<file path="src/bsfo_pkg.sv">
/*
 * package for the sideband flush ordering block: request modes, states,
 * carrier structs and timing constants.
 * assumes a single 100 MHz bus clock.
 */
package bsfo_pkg;

	// ----------------------------------------
	// timing
	// ----------------------------------------
	localparam int unsigned CLK_PERIOD_PS     = 10000;
	localparam int unsigned WATCHDOG_MIN_NS   = 1500000;
	// least time: round up
	localparam int unsigned WATCHDOG_CYCLES   =
		(WATCHDOG_MIN_NS * 1000 + CLK_PERIOD_PS - 1) / CLK_PERIOD_PS;
	localparam int unsigned WDOG_W            = 18;
	localparam int unsigned DEV_NUM_W         = 5;
	localparam logic [4:0]  MAX_FORWARD_DEV   = 5'h0f;
	localparam int unsigned RELEASE_DELAY     = 2;
	localparam int unsigned POST_CNT_W        = 4;

	// ----------------------------------------
	// modes and states
	// ----------------------------------------
	typedef enum logic [1:0] {
		BSFO_MODE_NONE,
		guaranteed_access_time_mode,
		non_guaranteed_access_mode,
		interrupt_controller_flush_mode
	} bsfo_mode_t;

	typedef enum logic [2:0] {
		BSFO_IDLE,
		BSFO_DRAIN,
		BSFO_ACK,
		BSFO_REARB
	} bsfo_state_t;

	// processor-bus request from the outbound queue
	typedef struct packed {
		logic                 valid;
		logic                 is_config;
		logic                 is_ordering;
		logic [DEV_NUM_W-1:0] dev_num;
	} bsfo_outreq_t;

	// PCI-side completion of an outbound cycle
	typedef struct packed {
		logic done;
		logic retry;
		logic is_read;
	} bsfo_pcires_t;

endpackage : bsfo_pkg

</file>
<file path="src/bsfo_bridge.sv">
/*
 * sideband flush ordering, retry forwarding and config watchdog of the bridge.
 * assumes inputs synchronous to clk; posted-write engine and PCI master
 * outside report through the strobes below.
 */
`timescale 1ns/1ps
`default_nettype none
module bsfo_bridge
	import bsfo_pkg::*;
#(
	parameter int unsigned WATCHDOG_LIMIT = WATCHDOG_CYCLES
) (
	// clock and reset
	input  wire logic         clk,
	input  wire logic         reset_n,
	// sideband request lines
	input  wire logic         flush_buffers_request_n,
	input  wire logic         memory_request_n,
	output var  logic         memory_acknowledge_n,
	// inbound posted writes
	input  wire logic         posted_write_accept,
	input  wire logic         posted_write_done,
	input  wire logic         posted_write_retried,
	output var  logic         inbound_post_enable,
	// arbitration
	output var  logic         expansion_bus_request,
	output var  logic         priority_agent_bus_request_n,
	output var  logic         reissue_grant,
	// outbound requests
	input  wire bsfo_outreq_t out_req,
	input  wire bsfo_pcires_t pci_res,
	output var  logic         forward_to_pci,
	output var  logic         proc_retry_response,
	output var  logic         watchdog_claim,
	output var  bsfo_mode_t   active_mode
);

	// ----------------------------------------
	// mode decode
	// ----------------------------------------
	bsfo_mode_t  next_mode;
	bsfo_state_t state;
	logic [POST_CNT_W-1:0] pending;
	logic [1:0]  rel_cnt;
	logic        retried_seen;
	logic        outbound_busy;
	logic        config_wait;
	logic [WDOG_W-1:0] wdog;

	always_comb begin
		unique case ({flush_buffers_request_n, memory_request_n})
			2'b00:   next_mode = guaranteed_access_time_mode;
			2'b01:   next_mode = non_guaranteed_access_mode;
			2'b10:   next_mode = interrupt_controller_flush_mode;
			default: next_mode = BSFO_MODE_NONE;
		endcase
	end

	// ----------------------------------------
	// posted write count
	// ----------------------------------------
	always_ff @(posedge clk) begin
		if (!reset_n) begin
			pending <= '0;
		end else if (posted_write_accept && !posted_write_done) begin
			pending <= pending + 1'b1;
		end else if (posted_write_done && !posted_write_accept && pending != '0) begin
			pending <= pending - 1'b1;
		end
	end

	// ----------------------------------------
	// sideband sequencer
	// ----------------------------------------
	always_ff @(posedge clk) begin
		if (!reset_n) begin
			state                        <= BSFO_IDLE;
			active_mode                  <= BSFO_MODE_NONE;
			expansion_bus_request        <= 1'b0;
			priority_agent_bus_request_n <= 1'b1;
			memory_acknowledge_n         <= 1'b1;
			reissue_grant                <= 1'b0;
			rel_cnt                      <= '0;
			retried_seen                 <= 1'b0;
		end else begin
			reissue_grant <= 1'b0;
			case (state)
				BSFO_IDLE: begin
					active_mode <= next_mode;
					if (next_mode != BSFO_MODE_NONE) begin
						if (pending != '0) begin
							state                 <= BSFO_DRAIN;
							expansion_bus_request <= 1'b1;
							priority_agent_bus_request_n <= 1'b0;
							retried_seen          <= 1'b0;
						end else begin
							state                <= BSFO_ACK;
							memory_acknowledge_n <= 1'b0;
						end
					end
				end
				BSFO_DRAIN: begin
					// a stuck target would deadlock if the request were held
					if (posted_write_retried && !retried_seen) begin
						retried_seen <= 1'b1;
						rel_cnt      <= 2'(RELEASE_DELAY);
					end
					if (retried_seen && rel_cnt != '0) begin
						rel_cnt <= rel_cnt - 2'd1;
					end
					if (retried_seen && rel_cnt == 2'd1) begin
						expansion_bus_request <= 1'b0;
					end
					if (pending == '0) begin
						state                        <= BSFO_ACK;
						expansion_bus_request        <= 1'b0;
						priority_agent_bus_request_n <= 1'b1;
						memory_acknowledge_n         <= 1'b0;
					end
				end
				BSFO_ACK: begin
					if (posted_write_retried) begin
						// release first so two agents never drive it together
						priority_agent_bus_request_n <= 1'b1;
						state                        <= BSFO_REARB;
					end
					if (next_mode == BSFO_MODE_NONE) begin
						memory_acknowledge_n <= 1'b1;
						active_mode          <= BSFO_MODE_NONE;
						if (!posted_write_retried) begin
							state <= BSFO_IDLE;
						end
					end
				end
				BSFO_REARB: begin
					priority_agent_bus_request_n <= 1'b0;
					if (!priority_agent_bus_request_n) begin
						reissue_grant                <= 1'b1;
						priority_agent_bus_request_n <= 1'b1;
						state <= (memory_acknowledge_n) ? BSFO_IDLE : BSFO_ACK;
					end
					if (next_mode == BSFO_MODE_NONE) begin
						memory_acknowledge_n <= 1'b1;
					end
				end
				default: state <= BSFO_IDLE;
			endcase
		end
	end

	// ----------------------------------------
	// outbound ordering and posting gate
	// ----------------------------------------
	always_ff @(posedge clk) begin
		if (!reset_n) begin
			outbound_busy <= 1'b0;
		end else if (out_req.valid && out_req.is_ordering && !out_req.is_config) begin
			outbound_busy <= 1'b1;
		end else if (pci_res.done) begin
			outbound_busy <= 1'b0;
		end
	end

	always_ff @(posedge clk) begin
		if (!reset_n) begin
			inbound_post_enable <= 1'b1;
		end else begin
			// mirrors the next busy value: no one-cycle lag after completion
			inbound_post_enable <= !(outbound_busy && !pci_res.done) &&
				!(out_req.valid && out_req.is_ordering && !out_req.is_config);
		end
	end

	// ----------------------------------------
	// forwarding, retry and watchdog
	// ----------------------------------------
	always_ff @(posedge clk) begin
		if (!reset_n) begin
			forward_to_pci      <= 1'b0;
			proc_retry_response <= 1'b0;
		end else begin
			forward_to_pci      <= out_req.valid &&
				!(out_req.is_config && out_req.dev_num > MAX_FORWARD_DEV);
			proc_retry_response <= pci_res.retry && pci_res.is_read;
		end
	end

	// counter never claims before the full least time
	always_ff @(posedge clk) begin
		if (!reset_n) begin
			config_wait    <= 1'b0;
			wdog           <= '0;
			watchdog_claim <= 1'b0;
		end else begin
			watchdog_claim <= 1'b0;
			if (!config_wait) begin
				wdog <= '0;
				config_wait <= out_req.valid && out_req.is_config &&
					out_req.dev_num > MAX_FORWARD_DEV;
			end else if (wdog >= WDOG_W'(WATCHDOG_LIMIT - 1)) begin
				watchdog_claim <= 1'b1;
				config_wait    <= 1'b0;
			end else begin
				wdog <= wdog + 1'b1;
			end
		end
	end

endmodule : bsfo_bridge
`default_nettype wire

</file>
<file path="config.mk">
export PLATFORM = sky130hd
export DESIGN_NAME = bsfo_bridge
export DESIGN_NICKNAME = d
export VERILOG_FILES = /design/src/bsfo_pkg.sv /design/src/bsfo_bridge.sv
export SDC_FILE = /design/constraint.sdc
export NUM_CORES = 1
export LEC_CHECK = 0
export BUFFER_PORTS_ARGS = -buffer_cell sky130_fd_sc_hd__buf_4
export CORE_MARGIN = 1.5
export CORE_UTILIZATION = 32
export DETAILED_ROUTE_END_ITERATION = 8
export PLACE_DENSITY = 0.54
export SYNTH_ARGS = -nofsm -noshare
export SYNTH_HDL_FRONTEND = slang
export SYNTH_SLANG_ARGS = --single-unit
</file>
<file path="constraint.sdc">
create_clock -name clk -period 2.3 [get_ports clk]
set_input_delay 0.46 -clock clk [delete_from_list [all_inputs] [get_ports clk]]
set_output_delay 0.46 -clock clk [all_outputs]
set_load 0.03 [all_outputs]
</file>
# Word-level counts from Yosys, hierarchy flattened
# Cells that the tools add are included.
[totals] n_memories=0 latchBits=0 romBits=0 output_inout_bits=10 ramBits=0 wordCells=124 input_bits=18 regBits=40
[classes] n_eq_ne=16 bitwise_logic=0 mul=0 div=0 add_sub_neg=4 mux=39 shift=0 n_reduce_logical=47 n_lt_le_gt_ge=2
[op_table] cell="$mux 1" n=19
[op_table] cell="$add 18x1->18 const B" n=1
[op_table] cell="$ge 18x18->1 const B" n=1
[op_table] cell="$mux 3" n=6
[op_table] cell="$ne 2x2->1 const B" n=8
[op_table] cell="$logic_and 1x1->1" n=15
[op_table] cell="$reduce_bool 2->1" n=7
[op_table] cell="$pmux 3 s4" n=1
[op_table] cell="$mux 2" n=5
[op_table] cell="$reduce_and 5->1" n=2
[op_table] cell="$logic_not 1->1" n=8
[op_table] cell="$mux 4" n=2
[op_table] cell="$reduce_and 2->1" n=4
[op_table] cell="$reduce_and 4->1" n=2
[op_table] cell="$reduce_bool 4->1" n=2
[op_table] cell="$eq 3x2->1 const B" n=2
[op_table] cell="$pmux 2 s3" n=1
[op_table] cell="$gt 5x4->1 const B" n=1
[op_table] cell="$add 4x1->4 const B" n=1
[op_table] cell="$eq 2x1->1 const B" n=2
[op_table] cell="$logic_not 2->1" n=2
[op_table] cell="$logic_not 4->1" n=1
[op_table] cell="$pmux 1 s2" n=2
[op_table] cell="$pmux 1 s4" n=1
[op_table] cell="other kinds (12)" n=12

# Depth between registers and ports, before layout
[logic_depth] ltp_word=5 depth_mapped=8 ltp_nobuf=7

# Worst setup path before layout
# OpenSTA, ideal clock, no wires.
[synth_path] path_type="register to register" start="register wdog[12]" end="register wdog[8]" synth_period_minus_slack_ns=1.880 stages_incl_launch_ff=8 path_buffers=2 arrival_ns=1.812 path_slack_ns=0.420 setup_time_ns=0.067 t_required_ns=2.233 cell_sequence="dfxtp_1 > or4_4 > nor4_4 > a221o_2 > buf_6 > buf_12 > o31ai_1 > a21oi_2"
[synth_between] elab_chain_cells=1
[synth_rtl] element="start, declared" line_no="bsfo_bridge.sv:48" text="logic [WDOG_W-1:0] wdog;"
[synth_rtl] element="start signal, assigned" line_no="bsfo_bridge.sv:204" text="wdog <= wdog + 1'b1;"
[synth_rtl] element="$ge 18x18->1" line_no="bsfo_bridge.sv:200" text="end else if (wdog >= WDOG_W'(WATCHDOG_LIMIT - 1)) begin"
# Every way passes these cells.
# A chain may end at the register's enable or synchronous reset.

# Final worst setup path
[layout_path] start="register wdog[13]" end="register wdog[12]"
# Same word-level chain as after synthesis.

==> out/qor.json <==
{
  "status": "finished clean",
  "synth.lib_cells_used.distinct": 45,
  "vias": 1771,
  "synth.ff_latch_count": 40,
  "whs_ps": 343,
  "p_total_w": 0.00166,
  "floorplan.die_area_um2": 6860,
  "die_w_um": 82.9,
  "rsz_0062_raised_after_global_routing": "false",
  "clk_root_buffer_cell": "clkbuf_8",
  "critical_path.n_buffers_inverters": 0,
  "vdd.ir_drop.worst_mv": 0.345,
  "layout-drive-gt1-share": 0.142,
  "first_pass_iters": 4,
  "drt_iter0_markers": 120,
  "ys_dominant_reg_cell": "dfxtp_1",
  "fin_nets": 294,
  "portion_of_the_post_synthesis_area_used_by_sequential_elements": 0.392,
  "p_per_area_nw_per_um2": 697,
  "mostFrequentLayoutCell": "dfxtp_1",
  "track_usage": 0.128,
  "fillCellCount": 639,
  "final-instance-count-excl-fill": 343,
  "post-route-drc-count": 0,
  "final.period_utilization": 0.917,
  "core_um2": 6030,
  "preCtsSetupSlack_ps": 202,
  "final.setup.tns_ps": 0,
  "r2r_cells": 5,
  "yosys_warnings": 0,
  "globalRoute.totalOverflow": 0,
  "hold_path.class": "input port to register",
  "i_o_pin_count": 28,
  "clkSlewWorstSetupHoldPaths_ps": 80,
  "cts.hold.buffers_added": 0,
  "antenna_cells": 0,
  "worstPathArrival_ps": 2330,
  "mappedNetlistArea_um2": 2040,
  "wl_per_cell_um": 12.4,
  "rows": 28,
  "ff2ff_setup_slack_ps": 190,
  "max_slew.worst_pin.slew_ps": 1010,
  "critical_path_s_top_delay_family": "compound AO/OA/AOI/OAI gates",
  "yosys.area.top_type": "dfxtp_1",
  "finalHoldViolCount": 0,
  "setup-violations-final": 0,
  "dpl.cell_count": 335,
  "postSynthCellCount": 242,
  "cellLeakagePower_nw": 0.899,
  "cpPeakStageDelay_ps": 550,
  "cp_slowest_cell": "or4_1",
  "grt_start_max_net_pins": 26,
  "end_kind": "register",
  "synth.net_count": 269,
  "critical_path_type": "register to register",
  "numCtsBuffers": 5,
  "achievable-frequency_mhz": 474,
  "cp_max_fo": 25,
  "clockBufferDepth": 2,
  "layout.cells.most_common_list": "dfxtp_1 (40), nand2_1 (29), buf_4 (27)",
  "cts.htree.levels": 2,
  "count_of_nets_left_with_antenna_violations_after_detail_routing": 0,
  "fin_skew_ps": 5.39,
  "r2r_end": "wdog[12]$_SDFFE_PN0N_",
  "post_syn_area_per_cell_um2": 8.43,
  "port_buffer_count": 23,
  "regToRegStartpoint": "wdog[13]$_SDFFE_PN0N_",
  "via_count_of_the_first_global_routing_pass": 1602,
  "async_reset_ff_frac": 0,
  "crit_path_cell_trace": "nor4_1 > a21oi_1 > a221o_2 > or4_1 > a21oi_1",
  "worst_slew_margin_rel": 0.327,
  "drt-total-wl_mm": 4.25,
  "finalCriticalPeriod_ps": 2110,
  "timing.final.max_slew_violations": 0,
  "floorplan.initialDensity": 0.339,
  "die_h_um": 82.9,
  "synth-edff-count": 0,
  "tritoncts_clock_tree": "built",
  "grt_antenna_before_repair": 0,
  "avgViaCountPerCell": 5.16,
  "worst-path-stages": 5,
  "cp_data_required_time_ps": 2520,
  "crit_path_start_kind": "register",
  "min_path_cells": 2,
  "final_critical_path_setup_slack_ps": 190,
  "gp_congestion": 0.733,
  "netlist_top_cells_area": "dfxtp_1 (39%), nand2_1 (5.3%), a21oi_1 (5.2%)",
  "first_pass_grt_wire_length_mm": 7.27,
  "cts_post_setup_buffers_inserted": 0,
  "cts_sinks": 40,
  "synthToLayoutAreaGrowth_pct": 17.0,
  "min_to": "forward_to_pci$_SDFF_PN0_",
  "timing.max_cap.violations": 0,
  "critical-path-top-cell-by-count": "a21oi_1",
  "cts.repair.resized": 0,
  "yosys.area.top_type_share": 0.392,
  "place_hpwl_mm": 2.94,
  "timing.hold.worst.start": "out_req[4]",
  "clk_latency_ps": 290
}
-- state kept, by name (all words and copies together), names as in the netlist --
| name | count |
|---|---|
| rel_cnt | 2 |
| forward_to_pci | 1 |
| pending | 4 |
| watchdog_claim | 1 |
| config_wait | 1 |
| reissue_grant | 1 |
| priority_agent_bus_request_n | 1 |
| state | 3 |
| active_mode | 2 |
| expansion_bus_request | 1 |
| outbound_busy | 1 |
| proc_retry_response | 1 |
| retried_seen | 1 |
| memory_acknowledge_n | 1 |
| inbound_post_enable | 1 |
| wdog | 18 |
-- worst register-to-register path: stages, from the launching register on --
cell     delay (ps)
dfxtp_1         370
nor4_1          280
a21oi_1         170
a221o_2         510
or4_1           550
a21oi_1         160
-- routing by layer --
layer	global-route usage	up-vias	routed length, um
met1	0.168	802	2130
li1	-	933	-
met4	0.0652	0	60
met3	0.0209	6	157
met5	0	-	0
met2	0.202	30	1900
-- area by class of cell --
cell class / count / area, um^2 / share of cell area
clock buffers: 6 / 72.6 / 0.0304
flip-flops and latches: 40 / 801 / 0.335
multi-input cells: 182 / 1140 / 0.478
clock inverters: 2 / 35.0 / 0.0147
well taps: 75 / 93.8 / 0.0393
repair buffers: 27 / 203 / 0.0849
inverters: 11 / 41.3 / 0.0173
-- worst max-delay path by stage --
stage / from / to / slack, ps
global route: wdog[13]$_SDFFE_PN0N_ / wdog[9]$_SDFFE_PN0N_ / 20
floorplan: wdog[12]$_SDFFE_PN0N_ / wdog[8]$_SDFFE_PN0N_ / 420
detailed placement: wdog[0]$_SDFFE_PN0N_ / wdog[9]$_SDFFE_PN0N_ / 200
CTS: wdog[0]$_SDFFE_PN0N_ / wdog[9]$_SDFFE_PN0N_ / 180
global placement: wdog[0]$_SDFFE_PN0N_ / wdog[9]$_SDFFE_PN0N_ / 210
finish: wdog[13]$_SDFFE_PN0N_ / wdog[12]$_SDFFE_PN0N_ / 190
-- through the flow --
step	area, um^2	util
detailed placement	2280	0.378
finish	2390	0.396
global placement	2280	0.378
global route	2390	0.396
floorplan	2040	-
CTS	2390	0.396
-- synth_stat cells (4+ instances only) --
cell and instances:
inv_1 11, nand3_1 7, mux2i_1 4, nor2_1 16
nand4_1 5, o21ai_1 4, a21oi_1 21, ha_1 8
nand2_1 29, and2_1 6, or3_1 5, o21ai_0 10
clkbuf_1 7, o31ai_1 9, or4_1 10, o211ai_1 4
dfxtp_1 40, nor2b_1 4, nor4_1 6
-- cell families (layout without fill, tap and decap cells) --
logic type	Yosys count	in the layout	share of synthesized area
other cells	1	1	0.00184
mux	4	4	0.0196
xor+xnor	5	5	0.0215
compound gates	60	60	0.183
buf+inv	20	46	0.0484
simple gates	103	103	0.274
flops	40	40	0.392
fa+ha+maj	9	9	0.0589
-- power by group --
| group | internal, W | total [W] | switching [W] |
|---|---|---|---|
| Combinational | 0.000143 | 0.000303 | 0.000159 |
| Sequential | 0.000734 | 0.000789 | 0.0000546 |
| Clock | 0.000322 | 0.000572 | 0.000250 |
| Total | 0.00120 | 0.00166 | 0.000463 |
No activity file was read; power rests on OpenSTA's default activity.
